## src/logic/lcdr_map.vh

```
// Constants for the display memory and addressing block
// Contract
// - Three-backplane mode: output 3 copies output 1
// - Two-backplane mode: outputs 2,3 copy 0,1
// - Static mode: all four backplanes identical
// - Memory 80 columns by 4 rows, 1 on
// - Static: byte goes to row 0, eight columns
// - Two-backplane: four 2-bit words, MSB first
// - Three-backplane: three 3-bit words, last bit untouched
// - Three-backplane: new byte overwrites rows 0-2
// - Four-backplane: two 4-bit words, rows 0-3
// - Pointer-load sets start column of next byte
// - Pointer steps 8, 4, 3, 2 by mode
// - Store only when subaddress counter matches pins
// - Mismatch: no store, pointer still advances
// - Pointer overflow increments subaddress counter
// - Next cascaded device stores and acknowledges overflow
// - Last device discards overflow, no acknowledge
// - Row sequence follows drive mode
// - Output bank shows rows 2,3 instead
// - Input bank stores rows 2,3 instead
// - Input and output bank held separately
// - Pointer-load: bit 7 clear, low seven bits
// - Chip-choose 11100 loads subaddress counter
// - Bank-choose 111110, ignored in 3/4 modes
// - Drive field 01,10,11,00 sets mode
`ifndef LCDR_MAP_VH
`define LCDR_MAP_VH

`define LCDR_COLS 80
`define LCDR_LAST_COL 7'h4F
`define LCDR_MODE_FOUR 2'h0
`define LCDR_MODE_STATIC 2'h1
`define LCDR_MODE_TWO 2'h2
`define LCDR_MODE_THREE 2'h3
`define LCDR_MODE_RST 2'h0
`define LCDR_OP_MODE 4'hC
`define LCDR_OP_CHIP 5'h1C
`define LCDR_OP_BANK 6'h3E
`define LCDR_PHASE_CYCLES 6

`endif

```

## src/logic/lcdr_ram_addr.v

```verilog
// Display memory, byte packing, pointer, subaddress and row sequencing
`timescale 1ns/10ps
`include "lcdr_map.vh"
module lcdr_ram_addr #(
  parameter PHASE_CYCLES = `LCDR_PHASE_CYCLES
) (
  input wire clock,              // frame clock, 125 MHz
  input wire rstn,               // async reset, active low
  input wire link_clk,           // byte strobe clock from bus side
  input wire link_valid,         // byte present on link
  input wire link_cmd,           // 1 command byte, 0 display data
  input wire [7:0] link_data,    // byte value
  output reg link_ready,         // room for a byte
  input wire hw_subaddr_pin_0,   // hardware subaddress bit 0
  input wire hw_subaddr_pin_1,   // hardware subaddress bit 1
  input wire hw_subaddr_pin_2,   // hardware subaddress bit 2
  output reg byte_done,          // pulse, byte processed
  output reg byte_ack,           // with byte_done: byte acknowledged
  output reg backplane_out_0,    // backplane 0 drive
  output reg backplane_out_1,    // backplane 1 drive
  output reg backplane_out_2,    // backplane 2 drive
  output reg backplane_out_3,    // backplane 3 drive
  output reg [79:0] segment_out, // segment drives, bit 0 first
  output reg [1:0] mode_out,     // current drive mode
  output reg [6:0] pointer_out,  // current data pointer
  output reg [2:0] subaddr_out   // current subaddress counter
);
  // -------------------------------------------------------------
  // Input synchronisation and byte capture
  // -------------------------------------------------------------
  localparam ST_IDLE = 2'h0;
  localparam ST_WORD = 2'h1;
  localparam ST_ACK = 2'h2;

  wire [10:0] link_s;
  wire [2:0] hw_sub_s;
  reg link_clk_d_reg;
  wire cap;
  wire fifo_in_ready;
  wire fifo_out_valid;
  wire fifo_out_ready;
  wire [8:0] fifo_out_data;

  lcdr_sync #(.W(11)) u_link_sync (
    .clock(clock),
    .rstn(rstn),
    .d({link_clk, link_valid, link_cmd, link_data}),
    .q(link_s)
  );

  lcdr_sync #(.W(3)) u_sub_sync (
    .clock(clock),
    .rstn(rstn),
    .d({hw_subaddr_pin_2, hw_subaddr_pin_1, hw_subaddr_pin_0}),
    .q(hw_sub_s)
  );

  // All link bits share the same sync delay, so data is stable at the edge
  assign cap = link_s[10] & ~link_clk_d_reg & link_s[9];

  lcdr_fifo2 #(.W(9)) u_buf (
    .clock(clock),
    .rstn(rstn),
    .in_valid(cap),
    .in_ready(fifo_in_ready),
    .in_data(link_s[8:0]),
    .out_valid(fifo_out_valid),
    .out_ready(fifo_out_ready),
    .out_data(fifo_out_data)
  );

  // -------------------------------------------------------------
  // State
  // -------------------------------------------------------------
  reg [3:0] mem_reg [0:`LCDR_COLS-1];
  reg [1:0] state_reg;
  reg [1:0] mode_reg;
  reg [6:0] ptr_reg;
  reg [2:0] sub_reg;
  reg ibank_reg;
  reg obank_reg;
  reg [7:0] sh_reg;
  reg [3:0] words_reg;
  reg stored_reg;
  reg ack_pend_reg;
  reg [15:0] ph_cnt_reg;
  reg [1:0] phase_reg;
  reg inv_reg;
  reg [3:0] wdata;
  reg [3:0] wmask;
  reg [2:0] bits_per_word;
  reg [3:0] words_per_byte;
  reg [1:0] row_sel;
  reg [1:0] last_phase;
  reg [79:0] row_bits;
  reg [3:0] bp_next;
  wire match;
  wire [7:0] cmd;
  wire phase_end;
  integer i, j;

  assign fifo_out_ready = (state_reg == ST_IDLE);
  assign cmd = fifo_out_data[7:0];
  assign match = (sub_reg == hw_sub_s);
  assign phase_end = (ph_cnt_reg == PHASE_CYCLES - 1);

  // -------------------------------------------------------------
  // Packing of one column word
  // -------------------------------------------------------------
  always @*
  begin
    wdata = 4'h0;
    wmask = 4'h0;
    bits_per_word = 3'h4;
    words_per_byte = 4'h2;
    case (mode_reg)
      `LCDR_MODE_STATIC:
      begin
        bits_per_word = 3'h1;
        words_per_byte = 4'h8;
        if (ibank_reg)
        begin
          wdata[2] = sh_reg[7];
          wmask = 4'h4;
        end
        else
        begin
          wdata[0] = sh_reg[7];
          wmask = 4'h1;
        end
      end
      `LCDR_MODE_TWO:
      begin
        bits_per_word = 3'h2;
        words_per_byte = 4'h4;
        if (ibank_reg)
        begin
          wdata = {sh_reg[6], sh_reg[7], 2'h0};
          wmask = 4'hC;
        end
        else
        begin
          wdata = {2'h0, sh_reg[6], sh_reg[7]};
          wmask = 4'h3;
        end
      end
      `LCDR_MODE_THREE:
      begin
        bits_per_word = 3'h3;
        words_per_byte = 4'h3;
        wdata = {1'b0, sh_reg[5], sh_reg[6], sh_reg[7]};
        wmask = (words_reg == 4'h1) ? 4'h3 : 4'h7;
      end
      default:
      begin
        bits_per_word = 3'h4;
        words_per_byte = 4'h2;
        wdata = {sh_reg[4], sh_reg[5], sh_reg[6], sh_reg[7]};
        wmask = 4'hF;
      end
    endcase
  end

  // -------------------------------------------------------------
  // Command decode and byte writer
  // -------------------------------------------------------------
  always @(posedge clock or negedge rstn)
  begin
    if (!rstn)
    begin
      for (i = 0; i < `LCDR_COLS; i = i + 1)
      begin
        mem_reg[i] <= 4'h0;
      end
      state_reg <= ST_IDLE;
      mode_reg <= `LCDR_MODE_RST;
      ptr_reg <= 7'h00;
      sub_reg <= 3'h0;
      ibank_reg <= 1'b0;
      obank_reg <= 1'b0;
      sh_reg <= 8'h00;
      words_reg <= 4'h0;
      stored_reg <= 1'b0;
      ack_pend_reg <= 1'b0;
      byte_done <= 1'b0;
      byte_ack <= 1'b0;
      link_clk_d_reg <= 1'b0;
      link_ready <= 1'b0;
    end
    else
    begin
      link_clk_d_reg <= link_s[10];
      // Ready only when empty, so a byte already in the sync path still fits
      link_ready <= ~fifo_out_valid & fifo_in_ready;
      byte_done <= 1'b0;
      case (state_reg)
        ST_IDLE:
        begin
          if (fifo_out_valid)
          begin
            if (fifo_out_data[8])
            begin
              ack_pend_reg <= 1'b1;
              state_reg <= ST_ACK;
              if (!cmd[7])
              begin
                ptr_reg <= cmd[6:0];
              end
              else if (cmd[7:3] == `LCDR_OP_CHIP)
              begin
                sub_reg <= cmd[2:0];
              end
              else if (cmd[7:2] == `LCDR_OP_BANK)
              begin
                if (mode_reg == `LCDR_MODE_STATIC || mode_reg == `LCDR_MODE_TWO)
                begin
                  ibank_reg <= cmd[1];
                  obank_reg <= cmd[0];
                end
              end
              else if (cmd[7:4] == `LCDR_OP_MODE)
              begin
                mode_reg <= cmd[1:0];
              end
            end
            else
            begin
              sh_reg <= cmd;
              words_reg <= words_per_byte;
              stored_reg <= 1'b0;
              state_reg <= ST_WORD;
            end
          end
        end
        ST_WORD:
        begin
          if (match)
          begin
            // Whole column in one edge, display reads never see half a word
            mem_reg[ptr_reg] <= (mem_reg[ptr_reg] & ~wmask) | (wdata & wmask);
            stored_reg <= 1'b1;
          end
          if (ptr_reg >= `LCDR_LAST_COL)
          begin
            ptr_reg <= 7'h00;
            sub_reg <= sub_reg + 3'h1;
          end
          else
          begin
            ptr_reg <= ptr_reg + 7'h01;
          end
          sh_reg <= sh_reg << bits_per_word;
          words_reg <= words_reg - 4'h1;
          if (words_reg == 4'h1)
          begin
            ack_pend_reg <= stored_reg | match;
            state_reg <= ST_ACK;
          end
        end
        ST_ACK:
        begin
          byte_done <= 1'b1;
          byte_ack <= ack_pend_reg;
          state_reg <= ST_IDLE;
        end
        default:
        begin
          state_reg <= ST_IDLE;
        end
      endcase
    end
  end

  // -------------------------------------------------------------
  // Row sequencer and output drive
  // -------------------------------------------------------------
  always @*
  begin
    case (mode_reg)
      `LCDR_MODE_STATIC: last_phase = 2'h0;
      `LCDR_MODE_TWO: last_phase = 2'h1;
      `LCDR_MODE_THREE: last_phase = 2'h2;
      default: last_phase = 2'h3;
    endcase
    row_sel = phase_reg;
    if ((mode_reg == `LCDR_MODE_STATIC || mode_reg == `LCDR_MODE_TWO) && obank_reg)
    begin
      row_sel = phase_reg + 2'h2;
    end
    for (j = 0; j < `LCDR_COLS; j = j + 1)
    begin
      row_bits[j] = mem_reg[j][row_sel];
    end
    bp_next = 4'h0;
    bp_next[phase_reg] = 1'b1;
    case (mode_reg)
      `LCDR_MODE_STATIC: bp_next = {4{bp_next[0]}};
      `LCDR_MODE_TWO: bp_next = {bp_next[1:0], bp_next[1:0]};
      `LCDR_MODE_THREE: bp_next = {bp_next[1], bp_next[2:0]};
      default: bp_next = bp_next;
    endcase
  end

  always @(posedge clock or negedge rstn)
  begin
    if (!rstn)
    begin
      ph_cnt_reg <= 16'h0000;
      phase_reg <= 2'h0;
      inv_reg <= 1'b0;
      backplane_out_0 <= 1'b0;
      backplane_out_1 <= 1'b0;
      backplane_out_2 <= 1'b0;
      backplane_out_3 <= 1'b0;
      segment_out <= 80'h0;
      mode_out <= `LCDR_MODE_RST;
      pointer_out <= 7'h00;
      subaddr_out <= 3'h0;
    end
    else
    begin
      mode_out <= mode_reg;
      pointer_out <= ptr_reg;
      subaddr_out <= sub_reg;
      if (phase_end)
      begin
        ph_cnt_reg <= 16'h0000;
        if (phase_reg >= last_phase)
        begin
          phase_reg <= 2'h0;
          // Polarity flips each frame to keep the cells free of DC
          inv_reg <= ~inv_reg;
        end
        else
        begin
          phase_reg <= phase_reg + 2'h1;
        end
      end
      else
      begin
        ph_cnt_reg <= ph_cnt_reg + 16'h0001;
      end
      backplane_out_0 <= bp_next[0] ^ inv_reg;
      backplane_out_1 <= bp_next[1] ^ inv_reg;
      backplane_out_2 <= bp_next[2] ^ inv_reg;
      backplane_out_3 <= bp_next[3] ^ inv_reg;
      segment_out <= row_bits ^ {80{inv_reg}};
    end
  end
endmodule

```

## src/logic/lcdr_sync.v

```verilog
// Two-stage synchroniser for signals from outside the clock domain
`timescale 1ns/10ps
module lcdr_sync #(
  parameter W = 1
) (
  input wire clock,        // frame clock
  input wire rstn,         // async reset, active low
  input wire [W-1:0] d,    // asynchronous input
  output reg [W-1:0] q     // synchronised output
);
  reg [W-1:0] meta_reg;

  always @(posedge clock or negedge rstn)
  begin
    if (!rstn)
    begin
      meta_reg <= {W{1'b0}};
      q <= {W{1'b0}};
    end
    else
    begin
      meta_reg <= d;
      q <= meta_reg;
    end
  end
endmodule

```

## src/logic/lcdr_fifo2.v

```verilog
// Two-entry buffer with valid and ready on both sides
`timescale 1ns/10ps
module lcdr_fifo2 #(
  parameter W = 9
) (
  input wire clock,          // frame clock
  input wire rstn,           // async reset, active low
  input wire in_valid,       // write request
  output wire in_ready,      // space available
  input wire [W-1:0] in_data,   // write data
  output wire out_valid,     // data available
  input wire out_ready,      // reader takes data
  output wire [W-1:0] out_data  // oldest entry
);
  reg [W-1:0] ent0_reg;
  reg [W-1:0] ent1_reg;
  reg [1:0] cnt_reg;
  wire push;
  wire pop;

  assign in_ready = (cnt_reg != 2'h2);
  assign out_valid = (cnt_reg != 2'h0);
  assign out_data = ent0_reg;
  assign push = in_valid & in_ready;
  assign pop = out_valid & out_ready;

  always @(posedge clock or negedge rstn)
  begin
    if (!rstn)
    begin
      ent0_reg <= {W{1'b0}};
      ent1_reg <= {W{1'b0}};
      cnt_reg <= 2'h0;
    end
    else
    begin
      if (pop)
      begin
        ent0_reg <= (push && cnt_reg == 2'h1) ? in_data : ent1_reg;
      end
      else if (push && cnt_reg == 2'h0)
      begin
        ent0_reg <= in_data;
      end
      if (push && ((cnt_reg == 2'h1 && !pop) || (cnt_reg == 2'h2)))
      begin
        ent1_reg <= in_data;
      end
      cnt_reg <= cnt_reg + {1'b0, push} - {1'b0, pop};
    end
  end
endmodule

```

## config.mk

```make
export PLATFORM = sky130hd
export DESIGN_NAME = lcdr_ram_addr
export DESIGN_NICKNAME = d
export VERILOG_FILES = /design/src/logic/lcdr_ram_addr.v /design/src/logic/lcdr_sync.v /design/src/logic/lcdr_fifo2.v
export VERILOG_INCLUDE_DIRS = /design/src /design/src/logic
export SDC_FILE = /design/constraint.sdc
export NUM_CORES = 1
export LEC_CHECK = 0
export ABC_CLOCK_PERIOD_IN_PS = 7100
export BUFFER_PORTS_ARGS = -buffer_cell sky130_fd_sc_hd__buf_2
export CAP_MARGIN = 20
export CORE_MARGIN = 8
export CORE_UTILIZATION = 43
export CTS_CLUSTER_SIZE = 10
export DETAILED_ROUTE_END_ITERATION = 16
export PLACE_DENSITY = 0.59
export SLEW_MARGIN = 20
export SYNTH_ARGS = -nofsm -noshare
export SYNTH_HDL_FRONTEND = slang
export SYNTH_HIERARCHICAL = 1
export SYNTH_SLANG_ARGS = --single-unit
```

## constraint.sdc

```tcl
create_clock -name clock -period 7.1 [get_ports clock]
set_input_delay 0 -clock clock [delete_from_list [all_inputs] [get_ports clock]]
set_output_delay 0 -clock clock [all_outputs]
set_load 0.02 [all_outputs]
```

==> results.yml, run 1 <==
synthesis:
  synth_edf_count: 0
  seq_area_frac_synth: 0.516
  synth_area_sq_um: 25100
  async_flop_share: 1.00
  synth_ff_type: "dfrtp_1"
  yosysUniqueCellTypes: 87
  syn_area_per_cell_sq_um: 11.0
  synthCells: 2288
  yosys_warnings: 6
  ys_seq_elements: 517
  syn_nets: 2323
timing:
  timing.final.ws_setup_ns: 2.58
  setup_tns_ns: 0
  slew_headroom: 0.201
  hold_viol: 0
  hold_ws_ns: 0.000302
  worstMarginPinSlew_ns: 1.20
  finalCriticalPeriod_ns: 4.52
  slew_violations: 0
  timing.final.crit_share: 0.636
  setup_violations: 0
  finClkSkew_ns: 0.0169
  rsz0062_at_grt: "false"
  max_freq_mhz: 221
detailed_routing:
  drc: 0
  drtIter0Drc: 2116
  wl_per_cell_um: 25.5
  ant_nets: 0
  routed_wl_um: 80700
  via_count: 19100
  viasPerCell: 6.02
  drtPass1Iterations: 6
floorplanning:
  dieArea_sq_um: 66300
  initial_core_util: 0.435
  die_y_um: 258
  pin_count: 115
  core_sq_um: 57700
  row_count: 88
  fp.dieW_um: 258
pwr:
  pwr-share-comb: 0.428
  pwr-share-seq: 0.350
  power.switching_mw: 5.47
  ir_drop_v: 0.000443
  pwr-share-clk: 0.221
  switching_share: 0.444
  power_mw: 12.3
  p_int_mw: 6.84
  p_per_area_nw_per_um2: 438
  p_leak_nw: 12.1
setup_path:
  cp_max_fo: 33
  worstSetupPathType: "flip-flop to flip-flop"
  cp-end-kind: "flip-flop"
  critical_path_required_ns: 7.63
  arrival_ns: 5.05
  worstSetupStartpointType: "flip-flop"
layout:
  regArea_sq_um: 13000
  n_antenna_cell: 0
  areaGrowthSynthToFinish_pct: 11.9
  finalCoreUtilization: 0.487
  drive_gt1_frac: 0.202
  layout.cells.non_filler: 3167
  fillers: 5289
  final_nets: 2422
  largest_register_ffs: 320
  multi_input_area_sq_um: 11300
  stdcell_area_sq_um: 28100
clock_network:
  cts_resized: 0
  clock_sinks: 517
  cts_max_level: 2
  clockRootBuffer: "clkbuf_16"
  numCtsBuffers: 59
  cts_tree: "done"
  clk_latency_ns: 0.62
  path_clk_slew_ns: 0.06
  ctsLongestPathBuffers: 3
grt:
  grt_use_total: 0.239
  grt_max_degree: 163
  grt.overflow.total: 0
  grt_pass1_vias: 19000
  antenna_found_initial: 1
  grt_pass1_wl_um: 123000
placement:
  dp_cells: 3071
  dp_hpwl_um: 53400
  pre_cts_slack_ns: 2.70
  placed_cell_area_sq_um: 26200
  gp_congestion: 0.955
  io_buffers: 114
worst_hold_path:
  hp-class: "input pin to async pin"
status:
  status: "finished, final reports clean"
flow_run:
  cap_violations: 0
==> worst max-delay path, cell delays in order (launching register included) <==
cell and delay, ns:
dfrtp_4 0.74, buf_4 0.55, nor2b_1 1.00, a22oi_1 0.23, a31oi_1 0.50, a211oi_1 0.11
nand4_1 0.12, buf_4 0.31, nand2_2 0.50, a21oi_1 0.32
==> per-layer routing <==
| layer | share of wire | track usage |
|---|---|---|
| met5 | 0 | 0 |
| met4 | 0.046 | 0.105 |
| met3 | 0.095 | 0.0560 |
| met2 | 0.45 | 0.356 |
| met1 | 0.41 | 0.334 |
==> power by group through the flow <==
stage	Sequential [mW]	Combinational (mW)	Clock [mW]
after floorplan	4.35	3.34	0
final	4.31	5.28	2.72
after detailed placement	4.35	5.17	0
after CTS	4.31	5.20	2.78
after global routing	4.40	5.58	2.88
after global placement	4.34	5.13	0
==> cells in the mapped netlist (all sizes together), types with 14 or more instances <==
| cell | instances | share of area |
|---|---|---|
| xor2 | 89 | 0.031 |
| a22oi | 25 | 0.0075 |
| nor2 | 194 | 0.029 |
| a221oi | 27 | 0.0094 |
| dfrtp | 517 | 0.52 |
| o21ai | 292 | 0.070 |
| nand3 | 29 | 0.0058 |
| mux2i | 39 | 0.016 |
| buf | 55 | 0.018 |
| xnor2 | 16 | 0.0056 |
| a21oi | 132 | 0.026 |
| nor3 | 18 | 0.0038 |
| nand2b | 16 | 0.0040 |
| clkbuf | 76 | 0.011 |
| nand2 | 378 | 0.057 |
| inv | 38 | 0.0057 |
| ha | 19 | 0.0095 |
| mux2 | 47 | 0.022 |
| o22ai | 14 | 0.0035 |
| mux4 | 105 | 0.094 |
==> kinds of logic after synthesis <==
group | count (synthesis) | share of synthesized area
simple gates | 701 | 0.118
compound gates | 585 | 0.153
flops | 517 | 0.516
mux | 191 | 0.132
buf+inv | 170 | 0.0353
xor+xnor | 105 | 0.0367
fa+ha+maj | 19 | 0.00948
==> timing repair <==
| action | CTS | global route |
|---|---|---|
| setup buffers | 0 | 0 |
| setup endpoints to repair | 0 | 0 |
| hold endpoints to repair | 98 | 0 |
| hold buffers | 19 | 0 |
==> final cells by class <==
| cell class | count | share of cell area |
|---|---|---|
| repair buffers | 169 | 0.0388 |
| well taps | 765 | 0.0341 |
| clock buffers | 74 | 0.0579 |
| inverters | 39 | 0.00521 |
| clock inverters | 2 | 0.000445 |
| flip-flops and latches | 517 | 0.461 |
| multi-input cells | 1601 | 0.402 |
==> worst paths after layout <==
check | start | endpoint | slack (ns) | depth (start not counted)
worst max-delay path | ptr_reg[0]$_DFFE_PN0P_ | mem_reg[290]$_DFFE_PN0P_ | 2.58 | 9
worst min-delay path | rstn | u_link_sync/meta_reg[10]$_DFF_PN0_ | 0.0003 | 2
worst max register to register | ptr_reg[0]$_DFFE_PN0P_ | mem_reg[290]$_DFFE_PN0P_ | 2.58 | 9
worst min register to register | u_link_sync/meta_reg[7]$_DFF_PN0_ | u_link_sync/q[7]$_DFF_PN0_ | 0.34 | 0
max in group asynchronous | rstn | ptr_reg[1]$_DFFE_PN0P_ | 5.67 | 3
min in group clock | link_cmd | u_link_sync/meta_reg[8]$_DFF_PN0_ | 0.02 | 2
==> cell usage in the layout, fill, tap and decap left out, types with 10 or more instances in the layout <==
cell / count
a21oi_1: 131
a221o_1: 10
a221oi_1: 27
a22o_1: 12
a22oi_1: 25
buf_2: 113
buf_4: 32
clkbuf_16: 61
dfrtp_1: 512
dlygate4sd3_1: 19
ha_1: 19
inv_1: 36
mux2_2: 36
mux2i_1: 39
mux4_2: 104
nand2_1: 374
nand2b_1: 16
nand3_1: 29
nor2_1: 191
nor2b_1: 12
nor3_1: 15
o21ai_0: 204
o21ai_1: 12
o21ai_2: 76
o22ai_1: 14
xnor2_1: 15
xor2_1: 89
No activity file was read; power rests on OpenSTA's default activity.
==> inputs of run 2 (changes only) <==
--- a/config.mk
+++ b/config.mk
@@ -6,7 +6,7 @@
 export SDC_FILE = /design/constraint.sdc
 export NUM_CORES = 1
 export LEC_CHECK = 0
-export ABC_CLOCK_PERIOD_IN_PS = 7100
+export ABC_CLOCK_PERIOD_IN_PS = 4200
 export BUFFER_PORTS_ARGS = -buffer_cell sky130_fd_sc_hd__buf_2
 export CAP_MARGIN = 20
 export CORE_MARGIN = 8
==> constraint.sdc (replaced) <==
create_clock -name clock -period 4.2 [get_ports clock]
set_input_delay 0 -clock clock [delete_from_list [all_inputs] [get_ports clock]]
set_output_delay 0 -clock clock [all_outputs]
set_load 0.02 [all_outputs]
==> run 2 against run 1 <==
Hold slack improved by 0.026 ns. Global-route usage is 0.30 points higher. Non-clock buffer count up 57. Worst setup slack worse by 2.3 ns.
==> results.yml, run 2 (synthesis results as in run 1) <==
status:
  status: "finished, final reports clean"
setup_path:
  cp_max_fo: 53
  crit_start: "ptr_reg[1]$_DFFE_PN0P_"
  r2r_start: "ptr_reg[1]$_DFFE_PN0P_"
  rr_worst_depth: 8
  worstSetupStartpointType: "flip-flop"
  cp-end-kind: "flip-flop"
  arrival_ns: 4.40
  worstSetupPathType: "flip-flop to flip-flop"
  critical_path_required_ns: 4.69
detailed_routing:
  viasPerCell: 6.03
  drtIter0Drc: 2328
  wl_per_cell_um: 25.4
  via_count: 19500
  ant_nets: 0
  drc: 0
  routed_wl_um: 81900
  drtPass1Iterations: 7
timing:
  setup_violations: 0
  worstMarginPinSlew_ns: 1.21
  setup_tns_ns: 0
  timing.final.ws_setup_ns: 0.292
  max_freq_mhz: 256
  slew_headroom: 0.193
  finClkSkew_ns: 0.0183
  timing.final.crit_share: 0.930
  slew_violations: 0
  finalCriticalPeriod_ns: 3.91
  rsz0062_at_grt: "false"
  hold_viol: 0
placement:
  dp_hpwl_um: 55300
  gp_congestion: 0.965
  io_buffers: 114
  pre_cts_slack_ns: 0.504
pwr:
  power_mw: 21.4
  p_leak_nw: 12.4
  p_per_area_nw_per_um2: 749
  ir_drop_v: 0.000726
grt:
  grt_max_degree: 114
  grt.overflow.total: 0
  antenna_found_initial: 3
  grtUsageMet3: 0.0676
  grt.busiest_layer: "met2"
  use_met2: 0.363
  grt_pass1_wl_um: 124000
  grt_pass1_vias: 19600
  grt_use_total: 0.242
  met1_usage: 0.325
layout:
  final_common_cell: "dfrtp_1"
  final_nets: 2479
  largest_register_ffs: 320
  drive_gt1_frac: 0.216
  final_cell_mix: "dfrtp_1, nand2_1, o21ai_0"
  areaGrowthSynthToFinish_pct: 14.1
  finalCoreUtilization: 0.496
  fillers: 5274
floorplanning:
  pin_count: 115
  fp.dieW_um: 258
  row_count: 88
  initial_core_util: 0.435
  dieArea_sq_um: 66300
  core_sq_um: 57700
  die_y_um: 258
clock_network:
  cts_resized: 0
  cts_tree: "done"
  clk_latency_ns: 0.63
  postCtsSetupBuffers: 0
  ctsLongestPathBuffers: 3
  path_clk_slew_ns: 0.06
  numCtsBuffers: 59
  cts_max_level: 2
  clock_sinks: 517
  clockRootBuffer: "clkbuf_16"
worst_hold_path:
  hp-class: "input pin to async pin"
flow_run:
  cap_violations: 0
## run 2: area by class of cell
| class | count | area [sq um] | area share |
|---|---|---|---|
| clock buffers | 75 | 1590 | 0.0554 |
| well taps | 765 | 957 | 0.0334 |
| flip-flops and latches | 517 | 13000 | 0.452 |
| diodes | 1 | 2.50 | 0.0000874 |
| multi-input cells | 1601 | 11300 | 0.394 |
| clock inverters | 4 | 33.8 | 0.00118 |
| repair buffers | 226 | 1660 | 0.0581 |
| inverters | 39 | 146 | 0.00511 |
## run 2: worst max-delay path: stages, from the launching register on
cell,delay [ns]
dfrtp_2,0.76
nor2b_2,0.36
a221o_1,0.43
a222oi_1,0.68
o22ai_1,0.18
a2111o_1,0.36
o41ai_4,0.38
buf_12,0.43
o21ai_1,0.11
## run 2: final timing paths
path | end | slack (ns)
min | u_link_sync/meta_reg[9]$_DFF_PN0_ | 0.03
max | mem_reg[271]$_DFFE_PN0P_ | 0.29
min reg2reg | u_link_sync/q[10]$_DFF_PN0_ | 0.34
min in group clock | u_link_sync/meta_reg[9]$_DFF_PN0_ | 0.03
max reg2reg | mem_reg[271]$_DFFE_PN0P_ | 0.29
max in group asynchronous | mem_reg[10]$_DFFE_PN0P_ | 2.91
## run 2: power breakdown
group	internal, mW	total (mW)	switching [mW]
sequential	6.13	7.30	1.16
clock	2.59	4.58	1.99
combinational	3.16	9.55	6.40
total	11.9	21.4	9.55
## run 2: stage by stage
step / instances / cell area [sq um] / hold slack, ns
after floorplan: 2288 / 25100 / -0.296
after global placement: 3121 / 26700 / 0.109
after detailed placement: 3121 / 26700 / 0.110
after CTS: 3227 / 28600 / 0.000515
after global routing: 3227 / 28600 / 0.0225
final: 3228 / 28600 / 0.0263
## run 2: repair_timing
item,4_1_cts,5_1_grt
hold endpoints to repair,121,0
hold buffers,27,0
setup endpoints to repair,0,0
## run 2: layer usage
layer  up-vias  share of wire
met5         -         0.0011
met1      9694           0.41
li1       8492              -
met4         6          0.047
met2      1037           0.44
met3       245           0.10
